--- config.mk ---
export PLATFORM = sky130hd
export DESIGN_NAME = sirq_top
export DESIGN_NICKNAME = d
export VERILOG_FILES = /design/src/inc/sirq_pkg.sv /design/src/hdl/sirq_top.sv /design/src/hdl/sirq_prox_flag.sv
export VERILOG_INCLUDE_DIRS = /design/src /design/src/inc
export SDC_FILE = /design/constraint.sdc
export NUM_CORES = 1
export LEC_CHECK = 0
export BUFFER_PORTS_ARGS = -buffer_cell sky130_fd_sc_hd__clkbuf_2
export CAP_MARGIN = 20
export CORE_MARGIN = 8
export CORE_UTILIZATION = 57
export DETAILED_ROUTE_END_ITERATION = 10
export MAX_ROUTING_LAYER = met4
export PLACE_DENSITY = 0.92
export SYNTH_ARGS = -nofsm -noshare
export SYNTH_HDL_FRONTEND = slang
export SYNTH_SLANG_ARGS = --single-unit
--- constraint.sdc ---
create_clock -name clk -period 3.8 [get_ports clk]
set_input_delay 0.38 -clock clk [delete_from_list [all_inputs] [get_ports clk]]
set_output_delay 0.38 -clock clk [all_outputs]
set_load 0.02 [all_outputs]
--- src/inc/sirq_consts.svh ---
// Purpose: Offsets, codes and timing counts of the event selector.
// Assumes: 100 MHz clock.
// Notes: Definitions only.
`ifndef SIRQ_CONSTS_SVH
`define SIRQ_CONSTS_SVH

// Register offsets
`define SIRQ_OFS_SELECT_A 8'h05
`define SIRQ_OFS_SELECT_B 8'h06
`define SIRQ_OFS_UNLOCK 8'h07
`define SIRQ_OFS_RATE 8'h08

// Reset values
`define SIRQ_RST_BYTE 8'h00
`define SIRQ_RST_WORD 16'h0000

// Field positions in select A
`define SIRQ_A_PROX2_HI 7
`define SIRQ_A_PROX2_LO 6
`define SIRQ_A_PROX1_HI 5
`define SIRQ_A_PROX1_LO 4
`define SIRQ_A_AMB_HI 2
`define SIRQ_A_AMB_LO 0
`define SIRQ_A_MASK 8'hF7

// Field positions in select B
`define SIRQ_B_CMD_HI 3
`define SIRQ_B_CMD_LO 2
`define SIRQ_B_PROX3_HI 1
`define SIRQ_B_PROX3_LO 0
`define SIRQ_B_MASK 8'h0F

// Proximity condition codes
`define SIRQ_PX_DONE 2'h0
`define SIRQ_PX_CROSS 2'h1
`define SIRQ_PX_ABOVE 2'h3

// Ambient condition codes
`define SIRQ_AMB_EVERY 3'h0
`define SIRQ_AMB_VIS_OUT 2'h1
`define SIRQ_AMB_IR_OUT 2'h3
`define SIRQ_AMB_VIS_IN 2'h2
`define SIRQ_AMB_IR_IN 2'h3

// Command condition codes
`define SIRQ_CMD_EVERY 2'h0
`define SIRQ_CMD_ERROR 2'h1
`define SIRQ_RESP_ERR_BIT 7

// Unlock value and stopped-rate code
`define SIRQ_UNLOCK_KEY 8'h17
`define SIRQ_RATE_OFF 8'h00

// Rate expansion: exponent high nibble, implied leading one
`define SIRQ_EXP_TOP 4'hF
`define SIRQ_EXP_PAD 11'h000

// Wake tick 31.25 us, clock period 10 ns
`define SIRQ_TICK_NS 31250
`define SIRQ_CLK_NS 10
`define SIRQ_TICK_CYC ((`SIRQ_TICK_NS + `SIRQ_CLK_NS - 1) / `SIRQ_CLK_NS)

`endif

--- src/inc/sirq_pkg.sv ---
// Purpose: Types shared by the event selector files.
// Assumes: Nothing.
// Notes: Constants live in sirq_consts.svh.
package sirq_pkg;

  typedef enum logic [1:0]
  {
    SIRQ_WAKE_OFF = 2'b01,
    SIRQ_WAKE_RUN = 2'b10
  } sirq_wake_e;

  typedef logic [15:0] sirq_word_t;

endpackage : sirq_pkg

--- src/hdl/sirq_top.sv ---
// Purpose: Event condition selector and autonomous wake timer.
// Assumes: Register port is the back end of the serial slave.
// Notes: Measurement pulses are one cycle, synchronous to clk.
`timescale 1ns/1ps
`default_nettype none
`include "sirq_consts.svh"

module sirq_top
  import sirq_pkg::*;
#(
  parameter int DW = 16
)
(
  // Clock and control
  input wire logic clk,
  input wire logic srst,
  input wire logic ce,
  // Register port
  input wire logic [7:0] reg_addr,
  input wire logic reg_wr,
  input wire logic reg_rd,
  input wire logic [7:0] reg_wdata,
  output logic [7:0] reg_rdata,
  // Enables and flag clears
  input wire logic int_output_enable,
  input wire logic [2:0] prox_enable,
  input wire logic [1:0] ambient_enable,
  input wire logic command_enable,
  input wire logic [5:0] flag_clear,
  // Proximity measurements
  input wire logic [2:0] prox_done,
  input wire logic [2:0][DW-1:0] prox_result,
  input wire logic [2:0][DW-1:0] prox_threshold,
  // Ambient measurements
  input wire logic visible_done,
  input wire logic [DW-1:0] visible_channel,
  input wire logic infrared_done,
  input wire logic [DW-1:0] infrared_channel,
  input wire logic [DW-1:0] ambient_lower_bound,
  input wire logic [DW-1:0] ambient_upper_bound,
  // Command response
  input wire logic response_write,
  input wire logic [7:0] response_data,
  // Flags
  output logic [2:0] prox_flag,
  output logic [1:0] ambient_flags,
  output logic command_flag,
  // Interrupt pin, open drain
  output logic int_pin_out,
  output logic int_pin_oe_n,
  // Status and wake
  output logic unlocked,
  output sirq_word_t wake_interval,
  output logic wake_start
);

  localparam logic [11:0] TICK_CYC = 12'(`SIRQ_TICK_CYC);

  generate
    if (DW < 2 || `SIRQ_TICK_CYC < 1 || `SIRQ_TICK_CYC > 4095)
    begin : g_bad_param
      $error("sirq_top: unsupported DW or tick count");
    end
  endgenerate

  logic [7:0] select_a_reg;
  logic [7:0] select_b_reg;
  logic [7:0] unlock_reg;
  logic [7:0] rate_reg;
  logic [7:0] rdata_reg;
  logic [1:0] amb_flag_reg;
  logic cmd_flag_reg;
  logic oe_n_reg;
  logic pin_reg;
  logic unlocked_reg;
  sirq_word_t interval_reg;
  sirq_word_t count_reg;
  logic [11:0] tick_reg;
  logic wake_reg;
  logic restart_reg;
  sirq_wake_e wake_state_reg;
  sirq_wake_e wake_state_next;

  // Register decode
  wire wr_a = reg_wr && reg_addr == `SIRQ_OFS_SELECT_A;
  wire wr_b = reg_wr && reg_addr == `SIRQ_OFS_SELECT_B;
  wire wr_key = reg_wr && reg_addr == `SIRQ_OFS_UNLOCK;
  wire wr_rate = reg_wr && reg_addr == `SIRQ_OFS_RATE;
  wire [7:0] rd_mux =
    (reg_addr == `SIRQ_OFS_SELECT_A) ? select_a_reg :
    (reg_addr == `SIRQ_OFS_SELECT_B) ? select_b_reg :
    (reg_addr == `SIRQ_OFS_UNLOCK) ? unlock_reg :
    (reg_addr == `SIRQ_OFS_RATE) ? rate_reg : `SIRQ_RST_BYTE;

  // Field extraction
  wire [1:0] prox1_condition =
    select_a_reg[`SIRQ_A_PROX1_HI:`SIRQ_A_PROX1_LO];
  wire [1:0] prox2_condition =
    select_a_reg[`SIRQ_A_PROX2_HI:`SIRQ_A_PROX2_LO];
  wire [2:0] ambient_condition =
    select_a_reg[`SIRQ_A_AMB_HI:`SIRQ_A_AMB_LO];
  wire [1:0] prox3_condition =
    select_b_reg[`SIRQ_B_PROX3_HI:`SIRQ_B_PROX3_LO];
  wire [1:0] command_condition =
    select_b_reg[`SIRQ_B_CMD_HI:`SIRQ_B_CMD_LO];
  wire [2:0][1:0] prox_cond =
    {prox3_condition, prox2_condition, prox1_condition};

  // Proximity channels
  genvar gi;
  generate
    for (gi = 0; gi < 3; gi++)
    begin : g_prox
      sirq_prox_flag #(
        .DW(DW)
      ) u_flag (
        .clk(clk),
        .srst(srst),
        .ce(ce),
        .enable(prox_enable[gi]),
        .condition(prox_cond[gi]),
        .done(prox_done[gi]),
        .result(prox_result[gi]),
        .threshold(prox_threshold[gi]),
        .clear(flag_clear[gi+2]),
        .flag(prox_flag[gi])
      );
    end
  endgenerate

  // Ambient window tests
  wire vis_in = visible_channel >= ambient_lower_bound
    && visible_channel <= ambient_upper_bound;
  wire ir_in = infrared_channel >= ambient_lower_bound
    && infrared_channel <= ambient_upper_bound;
  wire amb0_every = ambient_condition == `SIRQ_AMB_EVERY
    && visible_done;
  wire amb0_vis = ambient_condition[1:0] == `SIRQ_AMB_VIS_OUT
    && visible_done && !vis_in;
  wire amb0_ir = ambient_condition[1:0] == `SIRQ_AMB_IR_OUT
    && infrared_done && !ir_in;
  wire amb1_vis = ambient_condition[2:1] == `SIRQ_AMB_VIS_IN
    && visible_done && vis_in;
  wire amb1_ir = ambient_condition[2:1] == `SIRQ_AMB_IR_IN
    && infrared_done && ir_in;
  // Nothing sets without its enable bit
  wire amb0_hit = ambient_enable[0]
    && (amb0_every || amb0_vis || amb0_ir);
  wire amb1_hit = ambient_enable[1] && (amb1_vis || amb1_ir);
  wire [1:0] amb_next = {amb1_hit, amb0_hit}
    | (amb_flag_reg & ~flag_clear[1:0]);

  // Command response
  wire cmd_hit = command_enable && response_write
    && (command_condition == `SIRQ_CMD_EVERY
    || (command_condition == `SIRQ_CMD_ERROR
    && response_data[`SIRQ_RESP_ERR_BIT]));
  wire cmd_next = cmd_hit || (cmd_flag_reg && !flag_clear[5]);

  // Interrupt pin: enabled flag pulls low
  wire [5:0] all_flags = {cmd_flag_reg, prox_flag, amb_flag_reg};
  wire [5:0] all_enables = {command_enable, prox_enable, ambient_enable};
  wire int_active = int_output_enable
    && |(all_flags & all_enables);

  // Rate code expansion: high nibble exponent, four-bit mantissa
  wire [3:0] rate_exp = rate_reg[7:4];
  wire sirq_word_t rate_wide = {1'b1, rate_reg[3:0], `SIRQ_EXP_PAD};
  wire sirq_word_t expanded =
    rate_wide >> (`SIRQ_EXP_TOP - rate_exp);
  wire rate_off = rate_reg == `SIRQ_RATE_OFF;
  wire tick = tick_reg == TICK_CYC - 12'h001;
  wire expire = wake_state_reg == SIRQ_WAKE_RUN && tick
    && count_reg <= 16'h0001;
  // Rate write reloads twice: old code first, then the new one
  wire count_load = wake_state_reg != SIRQ_WAKE_RUN || wr_rate
    || restart_reg || expire;
  wire tick_hold = count_load || rate_off || tick;

  always_comb
  begin
    case (wake_state_reg)
      SIRQ_WAKE_OFF: wake_state_next = rate_off ? SIRQ_WAKE_OFF : SIRQ_WAKE_RUN;
      SIRQ_WAKE_RUN: wake_state_next = rate_off ? SIRQ_WAKE_OFF : SIRQ_WAKE_RUN;
      default: wake_state_next = SIRQ_WAKE_OFF;
    endcase
  end

  // Registers
  always_ff @(posedge clk)
  begin
    if (srst)
    begin
      select_a_reg <= `SIRQ_RST_BYTE;
      select_b_reg <= `SIRQ_RST_BYTE;
      unlock_reg <= `SIRQ_RST_BYTE;
      rate_reg <= `SIRQ_RST_BYTE;
      rdata_reg <= `SIRQ_RST_BYTE;
    end
    else if (ce)
    begin
      if (wr_a)
        select_a_reg <= reg_wdata & `SIRQ_A_MASK;
      if (wr_b)
        select_b_reg <= reg_wdata & `SIRQ_B_MASK;
      if (wr_key)
        unlock_reg <= reg_wdata;
      if (wr_rate)
        rate_reg <= reg_wdata;
      if (reg_rd)
        rdata_reg <= rd_mux;
    end
  end

  // Flags and pin
  always_ff @(posedge clk)
  begin
    if (srst)
    begin
      amb_flag_reg <= 2'h0;
      cmd_flag_reg <= 1'b0;
      oe_n_reg <= 1'b1;
      pin_reg <= 1'b0;
      unlocked_reg <= 1'b0;
    end
    else if (ce)
    begin
      amb_flag_reg <= amb_next;
      cmd_flag_reg <= cmd_next;
      oe_n_reg <= !int_active;
      pin_reg <= 1'b0;
      unlocked_reg <= unlock_reg == `SIRQ_UNLOCK_KEY;
    end
  end

  // Wake timer
  always_ff @(posedge clk)
  begin
    if (srst)
    begin
      wake_state_reg <= SIRQ_WAKE_OFF;
      tick_reg <= 12'h000;
      count_reg <= `SIRQ_RST_WORD;
      interval_reg <= `SIRQ_RST_WORD;
      wake_reg <= 1'b0;
      restart_reg <= 1'b0;
    end
    else if (ce)
    begin
      wake_state_reg <= wake_state_next;
      interval_reg <= rate_off ? `SIRQ_RST_WORD : expanded;
      wake_reg <= expire;
      restart_reg <= wr_rate;
      if (tick_hold)
        tick_reg <= 12'h000;
      else
        tick_reg <= tick_reg + 12'h001;
      if (count_load)
        count_reg <= expanded;
      else if (tick)
        count_reg <= count_reg - 16'h0001;
    end
  end

  assign reg_rdata = rdata_reg;
  assign ambient_flags = amb_flag_reg;
  assign command_flag = cmd_flag_reg;
  assign int_pin_out = pin_reg;
  assign int_pin_oe_n = oe_n_reg;
  assign unlocked = unlocked_reg;
  assign wake_interval = interval_reg;
  assign wake_start = wake_reg;

  property p_amb_off;
    @(posedge clk) disable iff (srst)
    (ambient_enable == 2'h0 && amb_flag_reg == 2'h0) |=> amb_flag_reg == 2'h0;
  endproperty
  a_amb_off: assert property (p_amb_off)
    else $error("ambient flag set while ambient disabled");

  property p_amb_every;
    @(posedge clk) disable iff (srst)
    (ce && ambient_enable[0] && ambient_condition == `SIRQ_AMB_EVERY
      && visible_done) |=> amb_flag_reg[0];
  endproperty
  a_amb_every: assert property (p_amb_every)
    else $error("visible sample did not set ambient flag 0");

  property p_amb_enter;
    @(posedge clk) disable iff (srst)
    (ce && ambient_enable[1] && ambient_condition[2:1] == `SIRQ_AMB_VIS_IN
      && visible_done && vis_in) |=> amb_flag_reg[1];
  endproperty
  a_amb_enter: assert property (p_amb_enter)
    else $error("window entry did not set ambient flag 1");

  property p_cmd_error;
    @(posedge clk) disable iff (srst)
    (ce && !cmd_flag_reg && command_condition == `SIRQ_CMD_ERROR
      && response_write && !response_data[`SIRQ_RESP_ERR_BIT])
      |=> !cmd_flag_reg;
  endproperty
  a_cmd_error: assert property (p_cmd_error)
    else $error("command flag set on non-error response");

  property p_cmd_every;
    @(posedge clk) disable iff (srst)
    (ce && command_enable && command_condition == `SIRQ_CMD_EVERY
      && response_write) |=> cmd_flag_reg;
  endproperty
  a_cmd_every: assert property (p_cmd_every)
    else $error("response write did not set command flag");

  property p_sticky;
    @(posedge clk) disable iff (srst)
    (ce && cmd_flag_reg && !flag_clear[5]) |=> cmd_flag_reg;
  endproperty
  a_sticky: assert property (p_sticky)
    else $error("command flag dropped without a clear");

  property p_pin;
    @(posedge clk) disable iff (srst)
    ce |=> int_pin_oe_n == !$past(int_active) && !int_pin_out;
  endproperty
  a_pin: assert property (p_pin)
    else $error("interrupt pin drive wrong");

  property p_rate_off;
    @(posedge clk) disable iff (srst)
    rate_off [*2] |-> !wake_start && tick_reg == 12'h000;
  endproperty
  a_rate_off: assert property (p_rate_off)
    else $error("wake timer runs with rate code zero");

  property p_expand;
    @(posedge clk) disable iff (srst)
    (rate_reg == 8'h84 |-> expanded == 16'h0140)
    and (rate_reg == 8'h94 |-> expanded == 16'h0280);
  endproperty
  a_expand: assert property (p_expand)
    else $error("rate codes 84 or 94 expand wrongly");

  property p_expand_long;
    @(posedge clk) disable iff (srst)
    (rate_reg == 8'hB9 |-> expanded == 16'h0C80)
    and (rate_reg == 8'hDF |-> expanded == 16'h3E00)
    and (rate_reg == 8'hFF |-> expanded == 16'hF800);
  endproperty
  a_expand_long: assert property (p_expand_long)
    else $error("long rate codes expand wrongly");

  property p_wake_spacing;
    @(posedge clk) disable iff (srst)
    (wake_start && !wr_rate && ce) |-> ##1 !wake_start [*3];
  endproperty
  a_wake_spacing: assert property (p_wake_spacing)
    else $error("wake pulses too close together");

endmodule : sirq_top
`default_nettype wire

--- src/hdl/sirq_prox_flag.sv ---
// Purpose: One proximity channel event flag.
// Assumes: done is a one-cycle pulse with result valid.
// Notes: Flag is sticky; set beats clear.
`timescale 1ns/1ps
`default_nettype none
`include "sirq_consts.svh"

module sirq_prox_flag
  import sirq_pkg::*;
#(
  parameter int DW = 16
)
(
  // Clock and control
  input wire logic clk,
  input wire logic srst,
  input wire logic ce,
  // Configuration
  input wire logic enable,
  input wire logic [1:0] condition,
  // Measurement
  input wire logic done,
  input wire logic [DW-1:0] result,
  input wire logic [DW-1:0] threshold,
  // Flag
  input wire logic clear,
  output logic flag
);

  generate
    if (DW < 2)
    begin : g_bad_width
      $error("sirq_prox_flag: DW must be at least 2");
    end
  endgenerate

  logic prev_above_reg;
  logic prev_valid_reg;
  logic flag_reg;

  wire above = result > threshold;
  // Opposite sides of the threshold on two successive samples
  wire crossed = prev_valid_reg && (above != prev_above_reg);
  wire mode_done = condition == `SIRQ_PX_DONE;
  wire mode_cross = (condition == `SIRQ_PX_CROSS) && crossed;
  wire mode_above = (condition == `SIRQ_PX_ABOVE) && above;
  // Conditions honoured only with the channel enabled
  wire hit = enable && done && (mode_done || mode_cross || mode_above);
  wire flag_next = hit || (flag_reg && !clear);

  always_ff @(posedge clk)
  begin
    if (srst)
    begin
      prev_above_reg <= 1'b0;
      prev_valid_reg <= 1'b0;
      flag_reg <= 1'b0;
    end
    else if (ce)
    begin
      if (done)
      begin
        prev_above_reg <= above;
        prev_valid_reg <= 1'b1;
      end
      flag_reg <= flag_next;
    end
  end

  assign flag = flag_reg;

  property p_above_sets;
    @(posedge clk) disable iff (srst)
    (ce && enable && done && condition == `SIRQ_PX_ABOVE
      && result > threshold) |=> flag;
  endproperty
  a_above_sets: assert property (p_above_sets)
    else $error("above-threshold sample did not set flag");

  property p_disabled_quiet;
    @(posedge clk) disable iff (srst)
    (ce && !flag && !enable) |=> !flag;
  endproperty
  a_disabled_quiet: assert property (p_disabled_quiet)
    else $error("flag set while channel disabled");

  property p_cross_sets;
    @(posedge clk) disable iff (srst)
    (ce && done && enable && condition == `SIRQ_PX_CROSS ##1
      ce && done && enable && condition == `SIRQ_PX_CROSS
      && (result > threshold) != ($past(result) > $past(threshold)))
      |=> flag;
  endproperty
  a_cross_sets: assert property (p_cross_sets)
    else $error("threshold crossing not flagged");

endmodule : sirq_prox_flag
`default_nettype wire

=== Word-level counts from Yosys, hierarchy flattened ===
Index checks and enable logic that the tools add are counted.

* Bits of input ports: 208
* Word-level logic and storage cells: 159
* Flip-flop bits (word level): 97

* Shifts and indexed selects: 1
* Equal/unequal tests: 23
* Muxes and demuxes: 10
* Add/subtract/negate cells: 3
* Bitwise gates (word level): 4
* Reductions and logical operators: 86
* Order comparisons: 8

{| class="wikitable"
|+ Operators by type and width
! cell !! count
|-
| 16-bit > comparator || 3
|-
| 16-bit 2-to-1 mux || 3
|-
| 1-bit logical AND || 42
|-
| 16-bit >= comparator || 2
|-
| 16-bit less-or-equal comparator || 2
|-
| 8-bit 2-to-1 mux || 4
|-
| 8-bit by 3-bit equality test with 1-bit output (second input constant) || 3
|-
| 1-bit logical OR || 19
|-
| 2-bit AND reduction || 9
|-
| 16-bit by 1-bit less-or-equal comparator with 1-bit output (second input constant) || 1
|-
| 16-bit by 4-bit >> shifter with 16-bit output || 1
|-
| 16-bit by 1-bit subtractor with 16-bit output (second input constant) || 1
|-
| 2-bit equality test (second input constant) || 7
|-
| 12-bit by 1-bit adder with 12-bit output (second input constant) || 1
|-
| 12-bit equality test (second input constant) || 1
|-
| 2-bit by 1-bit equality test with 1-bit output (second input constant) || 6
|-
| 12-bit 2-to-1 mux || 1
|-
| 8-bit by 4-bit equality test with 1-bit output (second input constant) || 1
|-
| 8-bit by 5-bit equality test with 1-bit output (second input constant) || 1
|-
| 2-bit logical NOT || 4
|-
| 8-bit logical NOT || 1
|-
| 1-bit logical NOT || 7
|-
| 6-bit AND || 1
|-
| 6-bit OR reduction || 1
|-
| 10 further kinds || 13
|}

=== Longest topological paths before layout ===
Gate-level depths: netlist of run 1.

* Depth after elaboration: 8
* Depth in mapped cells: 10
* Mapped depth without buffers: 8

=== Modules after synthesis ===
Synthesis of run 1 repeated with hierarchy kept, for this count alone.

* Cells, all modules: 958
* Area, all modules: 7,621.1 sq um

{| class="wikitable"
|+ Modules (own cells, without submodules)
! module !! area each (sq um) !! times used !! seq. area each (sq um) !! cells an instance
|-
| sirq_top || 5,841.9 || 1 || 1,761.7 || 715
|-
| sirq_prox_flag || 593.1 || 3 || 60.1 || 81
|}

=== Least setup slack after synthesis of run 1 ===
Ideal clock, no wire load.

* Path type: flip-flop to flip-flop
* Start: reg count_reg[0]
* End: reg count_reg[14]
* Setup slack: 1,576 ps
* Cell stages (with the launch flop): 9
* Data required time: 3,683 ps
* Arrival time: 2,106 ps
* Cell sequence: dfxtp_1 > inv_1 > ha_1 > or4b_4 > or2_1 > or3_1 > a21oi_1 > o21ai_1 > a32o_1

* Word-level cells in the longest chain between the ends: 5
* Elaborated cells on any way between the ends: 8
* Those cells by class: 1 x add/sub; 1 x order compare; 2 x mux; 4 x reduce/logical

{| class="wikitable"
|+ Ends and longest elaborated chain
! element !! RTL line !! source
|-
| start: declaration || sirq_top.sv:77 || <nowiki>sirq_word_t count_reg;</nowiki>
|-
| start signal: assignment || sirq_top.sv:243 || <nowiki>count_reg <= `SIRQ_RST_WORD;</nowiki>
|-
| start signal: assignment || sirq_top.sv:259 || <nowiki>count_reg <= expanded;</nowiki>
|-
| start signal: assignment || sirq_top.sv:261 || <nowiki>count_reg <= count_reg - 16'h0001;</nowiki>
|-
| 16-bit by 1-bit less-or-equal comparator with 1-bit output || sirq_top.sv:174 || <nowiki>&& count_reg <= 16'h0001;</nowiki>
|-
| 1-bit logical AND || sirq_top.sv:174 ||
|-
| 1-bit logical OR || sirq_top.sv:177 || <nowiki>|| restart_reg || expire;</nowiki>
|-
| 2-bit nonzero test (no line) || - ||
|-
| 2-bit AND reduction (no line) || - ||
|}

Several ways; a longest one is shown, not always the timed one. The select of a mux whose other input is x is not followed.
A chain may end at the register's enable or synchronous reset.

=== Worst setup path in the final report of run 1 ===
* Start: reg count_reg[0]
* End: reg count_reg[0]

Same word-level chain as after synthesis.

==> run_results.csv, run 1 <==
group,metric,value,unit
critical_path,worstPathCellList,"inv_1 -> ha_1 -> o21ai_0 -> nor3_2 -> a31oi_2 -> nor2_1 -> a221oi_2 -> nor2_1",
critical_path,cp_num_buf_inv,1,
synth,yosysSeqAreaShare,0.254,
critical_path,critPathCaptureType,"flop",
critical_path,cpPeakStageDelay,0.70,ns
global_route,grt_max_degree,39,
timing,maxSlewViolCount,0,
global_route,grt.met2_usage,0.445,
die,io_pins,242,
layout,drive_gt1_frac,0.233,
synth,synthFlopType,"dfxtp_1",
layout,post-route-util,0.701,
global_route,grt_overflow,0,
timing,slew-limit-headroom,0.408,
global_route,busiest_layer,"met2",
global_route,grt_pass1_wl,38500,um
pwr,clock_power_share,0.402,
global_route,grt_pass1_vias,8066,
die,dieArea,0.0174,mm2
synth,synth-adder-area-share,0.191,
synth,synth_top_family_by_area,"simple AND/OR/NAND/NOR gates",
routing,vias,8105,
global_route,groute.usage.overall,0.269,
die,initial_utilization,0.580,
timing,clock_skew,0.00801,ns
placement,hpwl,19200,um
clock_tree,htree_levels,3,
hold_path,hp-class,"primary input to flop",
pwr,pwr-share-comb,0.200,
layout,area_delta_synth_final,20.8,%
critical_path,slowest_stage,"a31oi_2",
clock_tree,post_cts_buffers,0,
synth,synth_compound_area_frac,0.195,
pwr,p_total,2620,uW
clock_tree,cts_resized,0,
synth,syn_inst,958,
clock_tree,cts_tree,"built",
synth,synth_edf_count,0,
synth,synth_seq_cells,97,
routing,wl_per_cell,17.6,um
layout,seq_area,0.00194,mm2
global_route,use_met3,0.0617,
placement,io_buffers,233,
synth,synthArstFlopShare,0,
routing,ant_nets,0,
global_route,use_met1,0.310,
global_route,grt_antenna_before_repair,0,
timing,fin_crit_sh,0.666,
clock_tree,cts_made_buffers,9,
synth,synth-xor-area-share,0.0126,
timing,setup_violations,0,
routing,dr.pass1.iters,6,
critical_path,cp_top_family,"compound AO/OA/AOI/OAI gates",
pwr,cellLeakagePower,0.00471,uW
synth,ys_types,80,
synth,avgSynthCellArea,7.99,um2
synth,synth_fp_nets,1283,
pwr,power.internal,1930,uW
pwr,seq_power_share,0.398,
clock_tree,cts_buffer_depth,2,
clock_tree,postCtsHoldBufs,0,
layout,final.fill_count,1013,
routing,drc,0,
clock_tree,root_buffer,"clkbuf_16",
clock_tree,clk-insertion-delay-late,0.34,ns
die,coreArea,0.0132,mm2
pwr,netSwitchingFraction,0.263,
routing,drt-initial-drc-count,730,
synth,muxShareOfSynthArea,0.0592,
timing,finalHoldViolCount,0,
timing,worst_pin_slew,0.880,ns
critical_path,start_kind,"flop",
critical_path,critical_path_peak_fanout,15,
synth,yosys_warnings,0,
routing,viasPerCell,6.00,
pwr,power_density,283,mW/mm2
flow_run,maxCapViolCount,0,
routing,finalWirelength,23800,um
pwr,vdd_drop_max,0.000240,V
critical_path,critPathMostFrequentCell,"nor2_1",
layout,multi_input_area,0.00513,mm2
layout,diodes,0,
timing,fin_crit,2.53,ns
die,dieHeight,132,um
layout,instances_no_fill,1350,
placement,gp_congestion,0.929,
timing,rsz0062_at_grt,"no",
placement,place_inst,1334,
layout,nNetsFinal,1494,
timing,fmax,395,MHz
critical_path,arrival,2.75,ns
pwr,switching_power,688,uW
timing,holdWs,0.329,ns
die,row_count,42,
critical_path,cp_data_required_time,4.02,ns
die,dieWidth,132,um
synth,synthSimpleGateAreaFrac,0.212,
clock_tree,clk_pin_slew,0.06,ns
clock_tree,clock_sinks,97,
timing,setup_tns,0,ns
outcome,status,"finished, final reports clean",
synth,syn_area,0.00765,mm2
critical_path,crit_type,"flop to flop",
[cell usage in the layout, fill, tap and decap left out, drive strengths merged, types with 4 or more instances in the layout]
cell type and count:
a2111oi 4, a211oi 14, a21o 16, a21oi 73, a221o 4, a221oi 5, a222oi 4, a22oi 9
a31o 4, a31oi 5, a32o 8, a41oi 5, and2 5, and3 6, and4 5, buf 6
clkbuf 243, dfxtp 97, ha 117, inv 104, mux2i 43, nand2 78, nand2b 7, nand3 35
nand3b 4, nand4 26, nor2 98, nor2b 11, nor3 19, nor4 7, o211ai 7, o21ai 40
o32ai 4, or4 4, xor2 8
[per-stage QoR]
stage                     area [um2]  worst slack (ns)
after CTS                       9250              1.36
after global routing            9250              1.15
final                           9250              1.27
after global placement          8890              1.30
after floorplan                 7650              1.58
after detailed placement        8890              1.26
[synth_stat cells, types with 6 or more instances]
library cell | instances | area, um2
a22oi_1 | 9 | 67.6
o21ai_0 | 27 | 135
o211ai_1 | 7 | 52.6
a211oi_1 | 14 | 105
nor3_1 | 16 | 80.1
nand2_1 | 77 | 289
nand3_1 | 33 | 165
nand2b_1 | 7 | 43.8
a21o_1 | 16 | 120
ha_1 | 117 | 1460
nor2b_1 | 11 | 68.8
xor2_1 | 8 | 70.1
a32o_1 | 8 | 80.1
inv_1 | 103 | 387
nand4_1 | 26 | 163
mux2i_1 | 43 | 430
dfxtp_1 | 97 | 1940
o21ai_1 | 13 | 65.1
nor4_1 | 6 | 37.5
a21oi_1 | 73 | 365
and3_1 | 6 | 37.5
nor2_1 | 98 | 368
clkbuf_1 | 24 | 90.1
[power groups by stage]
stage	Clock [uW]	Sequential, uW	Combinational [uW]
finish	1050	1040	524
global route	1100	1040	592
CTS	1060	1040	520
detailed placement	0	1060	515
global placement	0	1060	492
floorplan	0	1070	295
[metal layers]
metal,vias to the layer above,part of all wire
met5,-,0
met4,0,0.036
met3,79,0.089
met2,419,0.48
met1,3726,0.40
li1,3881,-
[cells by family (layout without fill, tap and decap cells)]
| family | Yosys count | after routing |
|---|---|---|
| buffers and inverters | 143 | 359 |
| and+or+nand+nor | 321 | 321 |
| xor gates and xnor gates | 11 | 11 |
| AOI/OAI and AO/OA | 223 | 223 |
| adders and majority gates | 117 | 117 |
| DFF | 97 | 97 |
| muxes | 45 | 45 |
| other | 1 | 1 |
[tightest hold or removal path: cells and delay by family]
kind | cells | cell delay [ns]
and+or+nand+nor | 1 | 0.07
muxes | 1 | 0.07
buffers and inverters | 1 | 0.11
[layout make-up]
class,instances,share of cell area
Timing Repair Buffer,239,0.131
Sequential cell,97,0.210
Clock buffer,10,0.0258
Multi-Input combinational cell,718,0.555
Inverter,104,0.0422
Tap cell,176,0.0238
Clock inverter,6,0.0122
[final timing paths]
check / from / to / slack (ns) / cells after the start
worst min register to register: wake_interval[0] / wake_interval[0] / 0.45 / 2
worst min-delay path: reg_wdata[3] / select_b_reg[3] / 0.33 / 3
worst max register to register: count_reg[0] / count_reg[0] / 1.27 / 8
worst max-delay path: count_reg[0] / count_reg[0] / 1.27 / 8
Power figures use the tool's default switching activity.
==> run 2: changes to the inputs <==
--- a/config.mk
+++ b/config.mk
@@ -9,10 +9,10 @@
 export BUFFER_PORTS_ARGS = -buffer_cell sky130_fd_sc_hd__clkbuf_2
 export CAP_MARGIN = 20
 export CORE_MARGIN = 8
-export CORE_UTILIZATION = 57
+export CORE_UTILIZATION = 48
 export DETAILED_ROUTE_END_ITERATION = 10
 export MAX_ROUTING_LAYER = met4
-export PLACE_DENSITY = 0.92
+export PLACE_DENSITY = 0.83
 export SYNTH_ARGS = -nofsm -noshare
 export SYNTH_HDL_FRONTEND = slang
 export SYNTH_SLANG_ARGS = --single-unit
==> constraint.sdc (replaced) <==
create_clock -name clk -period 2.05 [get_ports clk]
set_input_delay 0.205 -clock clk [delete_from_list [all_inputs] [get_ports clk]]
set_output_delay 0.205 -clock clk [all_outputs]
set_load 0.02 [all_outputs]
==> run 2 against run 1 <==
Effect of this change:
- the run now ends with negative setup slack left
- critical path depth unchanged
- first-iteration DRC count is 2.5% higher
- design area rose by 7.0%
- power increased by 89%
- count of clock-buffer cells in the layout increased by 2
- sequential power grew 86%
- critical path type unchanged
- highest routed layer unchanged
==> run_results.csv, run 2 (synthesized netlist as in run 1, its figures left out) <==
group,metric,value,unit
outcome,status,"complete, but fails checks",
outcome,violations,"negative setup slack",
layout,final_common_cell,"clkbuf_2",
clock_tree,root_buffer,"clkbuf_16",
die,dieArea,0.0202,mm2
global_route,grt_antenna_before_repair,2,
clock_tree,htree_levels,3,
die,io_pins,242,
timing,slew-limit-headroom,0.613,
pwr,power_density,500,mW/mm2
die,row_count,46,
global_route,groute.usage.overall,0.242,
pwr,switching_power,1290,uW
layout,finalInstanceArea,0.00989,mm2
pwr,netSwitchingFraction,0.260,
die,initial_utilization,0.487,
global_route,grt_pass1_vias,8085,
clock_tree,cts_tree,"built",
critical_path,critical_path_peak_fanout,3,
die,dieHeight,142,um
timing,worst_pin_slew,0.579,ns
hold_path,hp-class,"primary input to flop",
layout,final.fill_count,1351,
pwr,cellLeakagePower,0.00502,uW
pwr,power.internal,3660,uW
global_route,grt_pass1_wl,38900,um
layout,instances_no_fill,1448,
clock_tree,clk-insertion-delay-late,0.35,ns
layout,final_cell_mix,"233 x clkbuf_2, 116 x ha_1, 101 x inv_1",
flow_run,maxCapViolCount,0,
critical_path,reg2reg_slack,-0.12,ns
placement,place_area,0.00937,mm2
placement,place_inst,1422,
critical_path,reg2reg_from,"count_reg[1]",
timing,rsz0062_at_grt,"yes",
placement,io_buffers,233,
timing,fin_crit_sh,1.06,
die,dieWidth,142,um
critical_path,critPathCaptureType,"flop",
global_route,grt_max_degree,62,
clock_tree,clock_sinks,97,
routing,dr.pass1.iters,6,
critical_path,crit_type,"flop to flop",
pwr,clock_power_share,0.400,
hold_path,hp-start,"reg_wdata[5]",
pwr,p_total,4950,uW
routing,wl_per_cell,17.2,um
routing,viasPerCell,5.70,
critical_path,start_kind,"flop",
die,coreArea,0.0157,mm2
timing,fin_crit,2.17,ns
timing,holdWs,0.137,ns
critical_path,r2r_end,"count_reg[14]",
timing,clock_skew,0.00572,ns
global_route,grt_overflow,0,
layout,area_delta_synth_final,29.2,%
hold_path,hold_end,"select_a_reg[5]",
pwr,vdd_drop_max,0.000444,V
pwr,seq_power_share,0.390,
routing,drc,0,
routing,ant_nets,0,
routing,drt-initial-drc-count,748,
pwr,pwr-share-comb,0.210,
routing,vias,8247,
layout,drive_gt1_frac,0.277,
timing,fmax,461,MHz
timing,setup_violations,1,
timing,setup_tns,-0.117,ns
timing,finalHoldViolCount,0,
timing,maxSlewViolCount,0,
hold_path,hold_depth,3,
layout,nNetsFinal,1550,
critical_path,r2r_cells,8,
placement,hpwl,19800,um
placement,gp_congestion,0.971,
clock_tree,cts_buffer_depth,2,
clock_tree,clk_pin_slew,0.06,ns
routing,finalWirelength,24900,um
timing,setup_ws,-0.117,ns
critical_path,cp_data_required_time,2.28,ns
clock_tree,cts_made_buffers,9,
critical_path,arrival,2.40,ns
==> run 2: power groups by stage <==
stage | Sequential (uW) | Clock (uW) | Combinational [uW]
after detailed placement | 1970 | 0 | 1010
final | 1930 | 1980 | 1040
after global routing | 1930 | 2080 | 1170
after global placement | 1970 | 0 | 980
after floorplan | 1990 | 0 | 550
after CTS | 1930 | 2010 | 1020
==> run 2: worst max-delay path by stage <==
stage	from	end	slack [ns]	cells after the start
floorplan	count_reg[1]	count_reg[14]	-0.02	8
global placement	ambient_upper_bound[9]	ambient_flags[0]	-0.08	9
detailed placement	ambient_upper_bound[9]	ambient_flags[0]	-0.17	9
CTS	count_reg[1]	count_reg[14]	-0.06	8
global route	count_reg[1]	count_reg[14]	-0.13	8
finish	count_reg[1]	count_reg[14]	-0.12	8
==> run 2: layout make-up <==
type | count | area (um2) | share of cell area
timing repair buffer | 293 | 1700 | 0.172
sequential | 97 | 1940 | 0.197
inverter | 104 | 390 | 0.0395
clock inverter | 4 | 98.8 | 0.00999
antenna | 2 | 5.00 | 0.000506
clock buffer | 12 | 256 | 0.0259
multi-input combinational | 720 | 5230 | 0.528
tap | 216 | 270 | 0.0273
==> run 2: metal layers <==
metal / up-vias / share of wire / track usage / routed length [um]
met1: 3751 / 0.42 / 0.291 / 10400
met4: 0 / 0.034 / 0.0989 / 847
met5: - / 0 / - / 0
li1: 4004 / - / - / -
met3: 73 / 0.088 / 0.0433 / 2200
met2: 419 / 0.46 / 0.394 / 11400
==> run 2: timing repair <==
action | 4_1_cts | 5_1_grt
gates resized for setup | 2 | 18
cloned | 0 | 3
hold endpoints to repair | 0 | 0
pin swaps | 3 | 11
hold buffers | 0 | 0
endpoints found under the setup margin | 2 | 18
buffers inserted | 1 | 4
==> run 2: worst max-delay path: stages (launching register included) <==
cell	delay [ns]
dfxtp_2	0.32
inv_2	0.07
ha_4	0.13
or4b_4	0.48
or2_4	0.26
or3_4	0.33
a21oi_2	0.13
o21ai_1	0.09
a32o_1	0.23
==> run 2: stage by stage <==
stage | utilization | setup WS [ns]
finish | 0.629 | -0.117
global route | 0.629 | -0.128
CTS | 0.620 | -0.0585
detailed placement | 0.596 | -0.166
global placement | 0.596 | -0.0786
floorplan | - | -0.0231
==> run 3: changes to the inputs <==
--- a/config.mk
+++ b/config.mk
@@ -9,10 +9,12 @@
 export BUFFER_PORTS_ARGS = -buffer_cell sky130_fd_sc_hd__clkbuf_2
 export CAP_MARGIN = 20
 export CORE_MARGIN = 8
-export CORE_UTILIZATION = 48
+export CORE_UTILIZATION = 47
 export DETAILED_ROUTE_END_ITERATION = 10
 export MAX_ROUTING_LAYER = met4
-export PLACE_DENSITY = 0.83
+export PLACE_DENSITY = 0.82
 export SYNTH_ARGS = -nofsm -noshare
 export SYNTH_HDL_FRONTEND = slang
+export SYNTH_HIERARCHICAL = 1
 export SYNTH_SLANG_ARGS = --single-unit
+export TNS_END_PERCENT = 1
==> constraint.sdc (replaced) <==
create_clock -name clk -period 2.05 [get_ports clk]
set_input_delay 0.205 -clock clk [delete_from_list [all_inputs] [get_ports clk]]
set_output_delay 0.205 -clock clk [all_outputs]
set_load 0.05 [all_outputs]
==> run 3 against run 2 <==
Effect of this change:
- the run still ends with negative setup slack left
- core utilization fell by 2.5 points
- wire length fell by 6.4%
- area after synthesis fell by 0.44%
- register-to-register slack got worse by 0.19 ns
- power fell by 7.5%
- clock skew barely moved
- combinational power barely moved
- clock power fell by 21%
- first-iteration DRC count fell by 37%
- sequential share of layout area rose by 0.58 points
- worst setup slack got worse by 0.19 ns
- via count fell by 3.8%
==> run_results.csv, run 3 <==
group,metric,value,unit
outcome,status,"complete, but fails checks",
outcome,violations,"negative setup slack",
timing,rsz0062_at_grt,"yes",
critical_path,start_kind,"flop",
global_route,busiest_layer,"met2",
pwr,p_total,4580,uW
global_route,grt_pass1_wl,37300,um
synth,synth_seq_cells,97,
timing,setup_ws,-0.305,ns
die,dieArea,0.0205,mm2
critical_path,arrival,2.64,ns
global_route,groute.usage.overall,0.230,
layout,area_delta_synth_final,26.1,%
global_route,grt_pass1_vias,7891,
timing,setup_tns,-3.77,ns
routing,dr.pass1.iters,5,
layout,final_common_cell,"clkbuf_2",
routing,ant_nets,0,
layout,diodes,0,
synth,synth_top_area_frac,0.255,
layout,final_cell_mix,"233 x clkbuf_2, 117 x ha_1, 115 x nor2_1",
synth,avgSynthCellArea,7.96,um2
synth,synth_fp_nets,1283,
global_route,grt_overflow,0,
routing,drc,0,
timing,fin_crit_sh,1.15,
synth,ys_types,66,
critical_path,cpPeakStageDelay,0.53,ns
routing,finalWirelength,23300,um
hold_path,hp-start,"prox_done[1]",
synth,synthFlopType,"dfxtp_1",
timing,maxSlewViolCount,0,
timing,finalHoldViolCount,0,
timing,clock_skew,0.00611,ns
synth,synthTopCellsByArea,"dfxtp_1 25%, ha_1 19%, nor2_1 5.7%",
clock_tree,cts_buffer_depth,2,
placement,gp_congestion,0.907,
clock_tree,postCtsHoldBufs,0,
critical_path,r2r_cells,6,
synth,syn_inst,958,
die,io_pins,242,
timing,worst_pin_slew,0.716,ns
placement,hpwl,19600,um
clock_tree,cts_made_buffers,9,
synth,synth_top_cell_by_area,"dfxtp_1",
placement,io_buffers,233,
global_route,grt_antenna_before_repair,0,
routing,viasPerCell,5.50,
die,row_count,46,
critical_path,cp_top_family,"simple AND/OR/NAND/NOR gates",
clock_tree,clock_sinks,97,
flow_run,maxCapViolCount,0,
critical_path,critPathMostFrequentCell,"or4_4",
clock_tree,clk_pin_slew,0.06,ns
die,coreArea,0.0159,mm2
critical_path,r2r_end,"count_reg[3]",
critical_path,critPathLaunch,"count_reg[14]",
die,dieWidth,143,um
critical_path,reg2reg_from,"count_reg[14]",
clock_tree,clk-insertion-delay-late,0.35,ns
clock_tree,htree_levels,3,
timing,fmax,425,MHz
pwr,cellLeakagePower,0.00475,uW
global_route,use_met3,0.0405,
die,initial_utilization,0.480,
synth,yosys_warnings,6,
critical_path,cp_data_required_time,2.33,ns
hold_path,hold_end,"g_prox[1].u_flag/prev_valid_reg",
synth,netlist_top_cells_count,"117 x ha_1, 115 x nor2_1, 100 x inv_1, 97 x dfxtp_1",
global_route,use_met1,0.281,
layout,drive_gt1_frac,0.278,
synth,synth_edf_count,0,
critical_path,crit_type,"flop to flop",
routing,wl_per_cell,16.1,um
clock_tree,cts_tree,"built",
critical_path,critPathCaptureType,"flop",
hold_path,hold_depth,3,
timing,fin_crit,2.35,ns
critical_path,slowest_stage,"or4_4",
routing,drt-initial-drc-count,472,
critical_path,reg2reg_slack,-0.30,ns
timing,setup_violations,16,
layout,nNetsFinal,1546,
synth,synth.most_common_cell,"ha_1",
hold_path,hp-class,"primary input to flop",
synth,syn_area,0.00762,mm2
pwr,power_density,476,mW/mm2
timing,slew-limit-headroom,0.510,
global_route,grt_max_degree,48,
synth,synthArstFlopShare,0,
critical_path,cp_num_buf_inv,0,
die,dieHeight,143,um
clock_tree,root_buffer,"clkbuf_16",
routing,vias,7935,
critical_path,critical_path_peak_fanout,11,
layout,final.fill_count,1430,
synth,yosysSeqAreaShare,0.255,
global_route,grt.met2_usage,0.389,
pwr,vdd_drop_max,0.000392,V
critical_path,worstPathCellList,"or4_4 -> or4_4 -> o31a_2 -> o31ai_2 -> a22oi_1 -> nor2_1",
[run 3: changes by cell type in the layout (fill, tap and decap cells not counted), moves of 5 or more]
cell,change
a311oi_1,+5
nor3_1,+10
a41oi_1,-5
a32o_1,-8
o21ai_1,-10
nand4_2,+9
a21o_1,-12
nand2b_1,-5
a32oi_1,+7
nor2_1,+17
nand4b_1,+5
a22oi_1,+8
mux2i_1,-5
o21ai_0,+8
[run 3: metrics by stage]
stage	worst slack [ns]	util	hold slack [ns]	instances	instance area [um2]
floorplan	-0.167	-	0.277	958	7630
global placement	-0.261	0.586	0.454	1426	9300
detailed placement	-0.293	0.586	0.456	1426	9300
CTS	-0.300	0.604	0.130	1442	9590
global route	-0.415	0.605	0.157	1442	9610
finish	-0.305	0.605	0.134	1442	9610
[run 3: worst register-to-register path: stages, from the launching register on]
cell	delay, ns
dfxtp_1	0.31
or4_4	0.53
or4_4	0.53
o31a_2	0.45
o31ai_2	0.24
a22oi_1	0.13
nor2_1	0.10
[run 3: kinds of logic after synthesis]
| group | count (synthesis) | share of synthesized area |
|---|---|---|
| other cells | 1 | 0.000492 |
| xor+xnor | 10 | 0.0115 |
| compound gates | 208 | 0.174 |
| fa+ha+maj | 117 | 0.192 |
| buf+inv | 136 | 0.0800 |
| flops | 97 | 0.255 |
| simple gates | 347 | 0.231 |
| mux | 42 | 0.0558 |
[run 3: worst max path at each step]
stage	slack [ns]	cells past startpoint	end
after global placement	-0.26	6	count_reg[3]
after floorplan	-0.17	7	count_reg[5]
final	-0.30	6	count_reg[3]
after CTS	-0.30	8	count_reg[6]
after global routing	-0.41	6	count_reg[3]
after detailed placement	-0.29	6	count_reg[3]
[run 3: layer usage]
| layer | up-vias | share of wire |
|---|---|---|
| li1 | 3978 | - |
| met4 | 0 | 0.019 |
| met3 | 34 | 0.061 |
| met1 | 3624 | 0.43 |
| met2 | 299 | 0.49 |
| met5 | - | 0 |
[run 3: what timing repair did]
action                                  in CTS  in global routing
cloned                                       0                  0
endpoints found under the setup margin      26                 22
buffers inserted                             0                  0
gates resized for setup                      4                  4
pin swaps                                    3                  2
[run 3: final cells by class]
class | instances | area (um2) | area share
Multi-Input combinational cell | 725 | 5090 | 0.530
Sequential cell | 97 | 1940 | 0.202
Timing Repair Buffer | 288 | 1650 | 0.172
Inverter | 100 | 375 | 0.0391
Tap cell | 216 | 270 | 0.0281
Clock buffer | 11 | 243 | 0.0253
Clock inverter | 5 | 31.3 | 0.00326
[run 3: power by group]
part / switching [uW] / total, uW / leakage (uW) / internal (uW)
Combinational: 605 / 1070 / 0.00382 / 463
Clock: 721 / 1570 / 0.000135 / 852
Sequential: 20.7 / 1930 / 0.000787 / 1910
